--- src/slpc_pkg.sv ---
// Constants and types for the sleep control and analog status register bank
package slpc_pkg;

  localparam int DATA_W = 8;
  localparam int ADDR_W = 8;

  localparam logic [7:0] ADDR_ANA_CTRL = 8'h01;
  localparam logic [7:0] ADDR_SLP_REQ = 8'h02;
  localparam logic [7:0] ADDR_ANA_STAT = 8'h03;
  localparam logic [7:0] ADDR_IRQ_STAT = 8'h04;
  localparam logic [7:0] ADDR_IRQ_CLR = 8'h05;
  localparam logic [7:0] ADDR_IRQ_EN = 8'h06;

  localparam int PERMIT_BIT = 7;
  localparam int SLP_REQ_BIT = 7;

  localparam int STAT_SLEEP = 7;
  localparam int STAT_REG20 = 6;
  localparam int STAT_CONV2 = 5;
  localparam int STAT_BUS = 4;
  localparam int STAT_FILT = 3;
  localparam int STAT_XTAL = 2;
  localparam int STAT_TW = 1;
  localparam int STAT_TSD = 0;

  localparam logic [7:0] ANA_STAT_RST = 8'h00;
  localparam logic SLP_REQ_RST = 1'b0;
  localparam logic PERMIT_RST = 1'b0;
  localparam logic [7:0] READ_ZERO = 8'h00;

  localparam int IRQ_SLEEP = 0;
  localparam int IRQ_WAKE = 1;
  localparam int IRQ_TW = 2;
  localparam int IRQ_TSD = 3;
  localparam int IRQ_MON = 4;
  localparam int IRQ_N = 5;
  localparam logic [IRQ_N-1:0] IRQ_RST = 5'h00;

  localparam int MON_N = 7;

  typedef struct packed {
    logic [ADDR_W-1:0] addr;
    logic [DATA_W-1:0] wdata;
    logic wr;
    logic rd;
  } slpc_req_t;

  // Field order matches status bits 6..0
  typedef struct packed {
    logic reg20_ok;
    logic conv2_ok;
    logic bus_ok;
    logic filt_ok;
    logic xtal_ok;
    logic thermal_warn;
    logic thermal_shut;
  } slpc_mon_t;

  typedef enum logic {SLPC_AWAKE, SLPC_ASLEEP} slpc_state_t;

endpackage : slpc_pkg

--- src/slpc_sync.sv ---
// Two-flop synchroniser, one per bit
`timescale 1ns/10ps
module slpc_sync #(
  parameter int W = 8
) (
  input wire logic mclk,
  input wire logic rst_b,
  input wire logic [W-1:0] din,
  output logic [W-1:0] dout
);
  import slpc_pkg::*;

  logic [W-1:0] meta;

  for (genvar i = 0; i < W; i++) begin : g_bit
    always_ff @(posedge mclk or negedge rst_b) begin
      if (!rst_b) begin
        meta[i] <= 1'b0;
        dout[i] <= 1'b0;
      end else begin
        meta[i] <= din[i];
        dout[i] <= meta[i];
      end
    end
  end

endmodule : slpc_sync

--- src/slpc_irq.sv ---
// Sticky event status, write-one-to-clear, enable mask and level interrupt
`timescale 1ns/10ps
module slpc_irq #(
  parameter int N = 5
) (
  input wire logic mclk,
  input wire logic rst_b,
  input wire logic [N-1:0] event_in,
  input wire logic clr_wr,
  input wire logic en_wr,
  input wire logic [N-1:0] wdata,
  output logic [N-1:0] status,
  output logic [N-1:0] enable,
  output logic irq
);
  import slpc_pkg::*;

  logic [N-1:0] next_status;
  logic [N-1:0] next_enable;
  logic next_irq;

  always_comb begin
    next_status = status;
    next_enable = enable;
    if (clr_wr) begin
      next_status = status & ~wdata;
    end
    // New events win over a clear in the same cycle
    next_status = next_status | event_in;
    if (en_wr) begin
      next_enable = wdata;
    end
    next_irq = |(next_status & next_enable);
  end

  always_ff @(posedge mclk or negedge rst_b) begin
    if (!rst_b) begin
      status <= '0;
      enable <= '0;
      irq <= 1'b0;
    end else begin
      status <= next_status;
      enable <= next_enable;
      irq <= next_irq;
    end
  end

endmodule : slpc_irq

--- src/slpc_top.sv ---
// Sleep control, analog status byte and register port
//
// The implementer's own choice: the strobed register port.
`timescale 1ns/10ps
module slpc_top (
  input wire logic mclk,
  input wire logic rst_b,
  input wire slpc_pkg::slpc_req_t bus_req,
  input wire slpc_pkg::slpc_mon_t mon_in,
  input wire logic wake_input_pin,
  output logic [slpc_pkg::DATA_W-1:0] rd_data,
  output logic sleep_active,
  output logic irq
);
  import slpc_pkg::*;

  slpc_state_t state;
  slpc_state_t next_state;
  logic sleep_request;
  logic next_sleep_request;
  logic sleep_permit;
  logic next_sleep_permit;
  logic sleep_state_flag;
  logic next_sleep_state_flag;
  logic next_sleep_active;
  logic [DATA_W-1:0] next_rd_data;

  slpc_mon_t mon_s;
  slpc_mon_t mon_d;
  slpc_mon_t next_mon_d;
  logic wake_s;
  logic wake_d;
  logic next_wake_d;

  logic wr_ctrl;
  logic wr_slp;
  logic rd_stat;
  logic wr_irq_clr;
  logic wr_irq_en;
  logic sleep_go;
  logic wake_evt;
  logic mon_drop;
  logic [DATA_W-1:0] status_byte;
  logic [IRQ_N-1:0] events;
  logic [IRQ_N-1:0] irq_status;
  logic [IRQ_N-1:0] irq_enable;

  // Monitor and wake inputs are brought onto mclk
  slpc_sync #(
    .W(MON_N + 1)
  ) u_sync (
    .mclk(mclk),
    .rst_b(rst_b),
    .din({mon_in, wake_input_pin}),
    .dout({mon_s, wake_s})
  );

  assign wr_ctrl = bus_req.wr && (bus_req.addr == ADDR_ANA_CTRL);
  assign wr_slp = bus_req.wr && (bus_req.addr == ADDR_SLP_REQ);
  assign rd_stat = bus_req.rd && (bus_req.addr == ADDR_ANA_STAT);
  assign wr_irq_clr = bus_req.wr && (bus_req.addr == ADDR_IRQ_CLR);
  assign wr_irq_en = bus_req.wr && (bus_req.addr == ADDR_IRQ_EN);

  assign sleep_go = (state == SLPC_AWAKE) && sleep_request && sleep_permit;
  assign wake_evt = (state == SLPC_ASLEEP) && wake_s && !wake_d;

  // Status byte built live from the synchronised monitors
  assign status_byte = {sleep_state_flag, mon_s};

  assign mon_drop = |((~{mon_s.reg20_ok, mon_s.conv2_ok, mon_s.bus_ok,
                         mon_s.filt_ok, mon_s.xtal_ok}) &
                      {mon_d.reg20_ok, mon_d.conv2_ok, mon_d.bus_ok,
                       mon_d.filt_ok, mon_d.xtal_ok});

  always_comb begin
    events = '0;
    events[IRQ_SLEEP] = sleep_go;
    events[IRQ_WAKE] = wake_evt;
    events[IRQ_TW] = mon_s.thermal_warn && !mon_d.thermal_warn;
    events[IRQ_TSD] = mon_s.thermal_shut && !mon_d.thermal_shut;
    events[IRQ_MON] = mon_drop;
  end

  slpc_irq #(
    .N(IRQ_N)
  ) u_irq (
    .mclk(mclk),
    .rst_b(rst_b),
    .event_in(events),
    .clr_wr(wr_irq_clr),
    .en_wr(wr_irq_en),
    .wdata(bus_req.wdata[IRQ_N-1:0]),
    .status(irq_status),
    .enable(irq_enable),
    .irq(irq)
  );

  // Sleep state machine and control bits
  always_comb begin
    next_state = state;
    next_sleep_request = sleep_request;
    next_sleep_permit = sleep_permit;
    next_sleep_state_flag = sleep_state_flag;
    if (wr_ctrl) begin
      next_sleep_permit = bus_req.wdata[PERMIT_BIT];
    end
    if (wr_slp) begin
      // Reserved bits are not stored
      next_sleep_request = bus_req.wdata[SLP_REQ_BIT];
    end
    unique case (state)
      SLPC_AWAKE: begin
        if (sleep_go) begin
          next_state = SLPC_ASLEEP;
        end
      end
      SLPC_ASLEEP: begin
        // Register writes cannot end sleep; only the wake edge does
        if (wake_evt) begin
          next_state = SLPC_AWAKE;
          next_sleep_request = 1'b0;
        end
      end
    endcase
    // Flag is cleared by a status read while awake, entry into sleep wins
    if (rd_stat && (state == SLPC_AWAKE)) begin
      next_sleep_state_flag = 1'b0;
    end
    if (sleep_go) begin
      next_sleep_state_flag = 1'b1;
    end
    next_sleep_active = (next_state == SLPC_ASLEEP);
    next_mon_d = mon_s;
    next_wake_d = wake_s;
  end

  always_ff @(posedge mclk or negedge rst_b) begin
    if (!rst_b) begin
      state <= SLPC_AWAKE;
      sleep_request <= SLP_REQ_RST;
      sleep_permit <= PERMIT_RST;
      sleep_state_flag <= ANA_STAT_RST[STAT_SLEEP];
      sleep_active <= 1'b0;
      mon_d <= '0;
      wake_d <= 1'b0;
    end else begin
      state <= next_state;
      sleep_request <= next_sleep_request;
      sleep_permit <= next_sleep_permit;
      sleep_state_flag <= next_sleep_state_flag;
      sleep_active <= next_sleep_active;
      mon_d <= next_mon_d;
      wake_d <= next_wake_d;
    end
  end

  // Read mux; data stand in the cycle after the strobe only
  always_comb begin
    next_rd_data = READ_ZERO;
    if (bus_req.rd) begin
      unique case (bus_req.addr)
        ADDR_ANA_CTRL: begin
          next_rd_data[PERMIT_BIT] = sleep_permit;
        end
        ADDR_SLP_REQ: begin
          next_rd_data[SLP_REQ_BIT] = sleep_request;
        end
        ADDR_ANA_STAT: begin
          next_rd_data = status_byte;
        end
        ADDR_IRQ_STAT: begin
          next_rd_data[IRQ_N-1:0] = irq_status;
        end
        ADDR_IRQ_EN: begin
          next_rd_data[IRQ_N-1:0] = irq_enable;
        end
        default: begin
          next_rd_data = READ_ZERO;
        end
      endcase
    end
  end

  always_ff @(posedge mclk or negedge rst_b) begin
    if (!rst_b) begin
      rd_data <= READ_ZERO;
    end else begin
      rd_data <= next_rd_data;
    end
  end
endmodule : slpc_top

--- config.mk ---
export PLATFORM = sky130hd
export DESIGN_NAME = slpc_top
export DESIGN_NICKNAME = d
export VERILOG_FILES = /design/src/slpc_pkg.sv /design/src/slpc_sync.sv /design/src/slpc_irq.sv /design/src/slpc_top.sv
export SDC_FILE = /design/constraint.sdc
export NUM_CORES = 1
export LEC_CHECK = 0
export BUFFER_PORTS_ARGS = -buffer_cell sky130_fd_sc_hd__buf_2
export CORE_UTILIZATION = 53
export DETAILED_ROUTE_END_ITERATION = 7
export GPL_TIMING_DRIVEN = 1
export HOLD_SLACK_MARGIN = 0.1
export PLACE_DENSITY = 0.78
export REMOVE_ABC_BUFFERS = 1
export SYNTH_ARGS = -nofsm -noshare
export SYNTH_HDL_FRONTEND = slang
export SYNTH_SLANG_ARGS = --single-unit
--- constraint.sdc ---
create_clock -name mclk -period 4.15 [get_ports mclk]
set_clock_uncertainty 0.2 [all_clocks]
set_input_delay 0.6225 -clock mclk [delete_from_list [all_inputs] [get_ports mclk]]
set_output_delay 0.6225 -clock mclk [all_outputs]
set_load 0.05 [all_outputs]
## Yosys cells after proc, flatten, opt, wreduce, memory -nomap -nowiden

Cells that the tools add are included.

- Register bits after elaboration: 47
- Input bits: 28
- Output and inout port bits: 10
- Logic and storage cells: 77

- Equality and inequality tests: 6
- Mux-type cells: 14
- Bitwise logic cells: 7
- Reduce and logical (&&, ||, !) cells: 18

Operators with widths:

| operator | count |
|---|---|
| 8-bit by 3-bit == test with 1-bit output (second input constant) | 3 |
| 8-bit by 2-bit == test with 1-bit output (second input constant) | 2 |
| 5-bit AND | 3 |
| 5-bit case mux with 3 select lines | 1 |
| 1-bit logical AND | 12 |
| 5-bit 2-to-1 mux | 2 |
| 5-bit NOT | 2 |
| 5-bit OR reduction | 2 |
| 8-bit by 1-bit == test with 1-bit output (second input constant) | 1 |
| 8-bit 2-to-1 mux | 1 |
| 1-bit 2-to-1 mux | 7 |
| 5-bit bitwise OR | 1 |
| 1-bit logical NOT | 3 |
| 1-bit case mux with 3 select lines | 1 |
| 2-bit 2-to-1 mux | 1 |
| 1-bit case mux with 2 select lines | 1 |
| 2-bit nonzero test | 1 |
| 1-bit NOT | 1 |

## Logic depth before layout (Yosys ltp)

- Depth after elaboration: 6
- Mapped depth: 6
- Depth with buffers taken out: 5

## Modules after synthesis

Synthesis repeated with hierarchy kept, for this count alone.

- Cells, all modules: 124
- Area total of the unflattened synthesis: 1,712.9 um^2

By module, submodules not included:

| module | instances | cells each | area an instance (um^2) | sequential area each (um^2) |
|---|---|---|---|---|
| slpc_top | 1 | 79 | 894.6 | 500.5 |
| slpc_irq | 1 | 29 | 417.9 | 275.3 |
| slpc_sync | 1 | 16 | 400.4 | 400.4 |

## Worst setup path after synthesis

OpenSTA, ideal clock, no wires.

- Kind: input port to flip-flop
- From: input bus_req[15] (netlist name)
- To: register u_irq.irq
- Library setup time: 0.139 ns
- Arrival: 2.080 ns
- Required time: 3.811 ns
- Path slack: 1.731 ns
- Cell stages on the path: 5
- Path buffers: 0
- Cell sequence: or3_4 > nor4_4 > mux2_2 > a22oi_2 > o2111ai_2

- Elaborated cells between the ends (all ways): 9
- Those cells by class: eq/ne (2); mux (2); bitwise (2); reduce/logical (3)

RTL lines:

| element | RTL line | text |
|---|---|---|
| start: declaration | slpc_top.sv:8 | `input wire slpc_pkg::slpc_req_t bus_req,` |
| 8-bit by 3-bit == test with 1-bit output | slpc_top.sv:62 | `assign wr_irq_en = bus_req.wr && (bus_req.addr == ADDR_IRQ_EN);` |
| 1-bit logical AND | slpc_top.sv:62 |  |
| 5-bit 2-to-1 mux | slpc_irq.sv:30 | `if (en_wr) begin` |
| named net u_irq.next_enable[2] | slpc_irq.sv:19 | `logic [N-1:0] next_enable;` |
| 5-bit AND | slpc_irq.sv:33 | `next_irq = \|(next_status & next_enable);` |
| 5-bit OR reduction | slpc_irq.sv:33 |  |
| named net u_irq.next_irq | slpc_irq.sv:20 | `logic next_irq;` |
| end signal: assignment | slpc_irq.sv:44 | `irq <= next_irq;` |
| end: declaration | slpc_irq.sv:14 | `output logic irq` |

The timed path passes the listed nets, and every way through them passes these cells.
A chain may end at the register's enable or synchronous reset.

## Final worst setup path

Ends and elaborated chain as after synthesis.

==> results.cfg <==
[clocking]
tritoncts = built
cts_post_setup_buffers_inserted = 0
numCtsBuffers = 5
cts_num_sinks = 47
hold_buffers = 0
clk_latency_ps = 360
clockBufferDepth = 2
cts_h_tree_depth = 2
clkSlewWorstSetupHoldPaths_ps = 140
cts-resized-gates = 0
root_buffer = clkbuf_4

[final_layout]
layout-drive-gt1-share = 0.3412
finalNetCount = 197
areaGrowthSynthToFinish_pct = 17.97
antenna-diode-count = 0
post-route-util = 0.6646
fin_area_um2 = 2046

[synthesis]
synth_xor_xnor_area_share = 0
postSynthAreaPerCell_um2 = 13.55
number_of_instances_in_the_synthesized_netlist = 128
synth_simple_gate_area_frac = 0.1486
synth_cell_types = 29
ys.warnings.count = 0
synth_area_leaders = dfrtp_1 68%, mux2_2 5.8%, a22oi_1 2.2%
synth.top_cell.area_share = 0.6782
synth_adder_area_share = 0
synth-edff-count = 0
ys_seq_area_frac = 0.6782
async_reset_ff_frac = 1.000
netlist.top_cell.by_area = dfrtp_1
netlist_area_um2 = 1734
synth.mux.area_fraction = 0.07648
synth.ff_latch_count = 47
synth_top_family_by_area = simple AND/OR/NAND/NOR gates
synth.most_common_cell = dfrtp_1
synth_compound_area_frac = 0.07720
synthTopCellsByCount = 47 x dfrtp_1, 9 x mux2_2, 9 x nand2_1, 8 x inv_1, 8 x nor2_1
synth_flop_cell = dfrtp_1

[worst_hold_path]
hp-class = primary input to flip-flop

[place]
gp_congestion = 0.8628
detailedPlace.worstSlack_ps = 1421
placement_stage_cell_area_um2 = 1961
detailed_place_hpwl_um = 2240
port-buffer-count = 35

[global_route]
grt_remaining_overflow = 0
globalRouteTotalUtil = 0.2081
grt_max_degree = 48
grt_pass1_vias = 1118
initial_antenna_violation_count = 0
first_pass_grt_wire_length_um = 5216

[power_and_ir_drop]
net-switching-power_mw = 0.1979
p_sw_frac = 0.2375
vdd_ir_drop_max_uv = 290.5
cellPowerDensity_nw_per_um2 = 407.3
power.clock.fraction = 0.331
combinationalPowerShare = 0.083
share_seq_of_total_power = 0.586
power.static_leakage_nw = 1.007
p_int_mw = 0.6353

[sta]
max_slew.worst_pin.slew_ps = 979.7
slew_violations = 0
setup_slack_ps = 1823
finalHoldViolCount = 0
layout_min_cycle_time_ps = 2327
setup_viol = 0
fmax_ghz = 0.4298
max_slew_margin = 0.3469
grt_setup_unrepaired = false
whs_ps = 149.4
finalCritPeriodShare = 0.5607
setup_total_negative_slack_ps = 0

[worst_setup_path]
critPathLaunchType = primary input
critical_path.cell_chain = buf_2 > or3_4 > nor4_4 > mux2_2 > a22oi_2 > o2111ai_2
critical_path.max_fanout = 5
cpLargestDelayFamily = simple AND/OR/NAND/NOR gates
cp_num_buf_inv = 1
critical_path_class = primary input to flip-flop
end_kind = flip-flop
critPathMaxStageDelay_ps = 500
crit_slowest_cell = nor4_4
critical_path_arrival_ps = 2360
crit_required_ps = 4190

[die]
area_enclosed_by_the_die_boundary_um2 = 3505
die_width_um = 59.20
floorplan.io_pins = 38
num_rows = 20
die_y_um = 59.20
floorplan.core_area_um2 = 3078
initial_utilization = 0.5634

[outcome]
outcome = completed

[drt]
dr.pass1.iters = 4
detail_route.wirelength_um = 3060
final_antenna_net_count = 0
drt_drc_violations_left = 0
drt_iter0_markers = 87
vias_per_cell = 5.360
routed_wirelength_normalized_by_instance_count_um = 14.30
routed-via-count = 1147

[job]
cap_violations = 0
==> sequential cells by signal (all words and copies together), names as in the netlist <==
| signal | flops |
|---|---|
| sleep_request | 1 |
| state | 1 |
| u_irq.irq | 1 |
| mon_d | 7 |
| u_irq.enable | 5 |
| sleep_state_flag | 1 |
| u_irq.status | 5 |
| sleep_permit | 1 |
| u_sync.meta | 8 |
| wake_d | 1 |
| u_sync.dout | 8 |
| rd_data | 8 |
==> placed cells by master, fill, tap and decap left out, types with 5 or more instances in the layout <==
cell | Yosys | routed
dfrtp_1 | 47 | 47
nand2_1 | 9 | 9
inv_1 | 8 | 8
a22oi_1 | 5 | 5
mux2_2 | 9 | 9
nand4_1 | 6 | 6
buf_2 | 0 | 35
clkbuf_4 | 0 | 5
nor2_1 | 8 | 8
==> logic make-up after synthesis <==
family,Yosys count
and+or+nand+nor,44
AOI/OAI and AO/OA,16
buffers and inverters,9
DFF,47
muxes,12
==> cell type report <==
| class | count | area [um^2] |
|---|---|---|
| clock buffers | 5 | 37.54 |
| well taps | 44 | 55.05 |
| repair buffers | 35 | 175.2 |
| fillers | 236 | 1032 |
| inverters | 8 | 30.03 |
| flip-flops and latches | 47 | 1176 |
| clock inverters | 3 | 47.55 |
| multi-input cells | 72 | 524.3 |
==> through the flow <==
step	total power, mW	instances
final	0.8332	214
after floorplan	0.5307	127
after CTS	0.8438	214
after global routing	0.8703	214
after global placement	0.5630	206
after detailed placement	0.5666	206
==> per-layer routing <==
metal	up-vias	track usage	routed length, um
met5	-	0	0
met4	0	0.09184	45
met3	6	0.04585	160
met2	38	0.3210	1471
met1	565	0.2842	1383
li1	538	-	-
==> worst paths after layout <==
check	startpoint	end	slack (ps)	cells after the start
max	bus_req[15]	u_irq.irq$_DFF_PN0_	1820	6
min	mon_in[3]	u_sync.meta[4]$_DFF_PN0_	150	1
max reg2reg	u_sync.dout[4]$_DFF_PN0_	u_irq.irq$_DFF_PN0_	2590	5
min reg2reg	u_sync.meta[0]$_DFF_PN0_	u_sync.dout[0]$_DFF_PN0_	160	0
max in group asynchronous	rst_b	u_irq.status[3]$_DFF_PN0_	2950	1
min in group asynchronous	rst_b	sleep_permit$_DFFE_PN0P_	200	1
==> power groups by stage <==
stage	Clock (mW)	Combinational [mW]	Sequential, mW
finish	0.276	0.0688	0.489
global route	0.303	0.0760	0.491
CTS	0.286	0.0694	0.489
detailed placement	0	0.0689	0.498
global placement	0	0.0669	0.496
floorplan	0	0.0274	0.503
No activity file was read; power rests on OpenSTA's default activity.
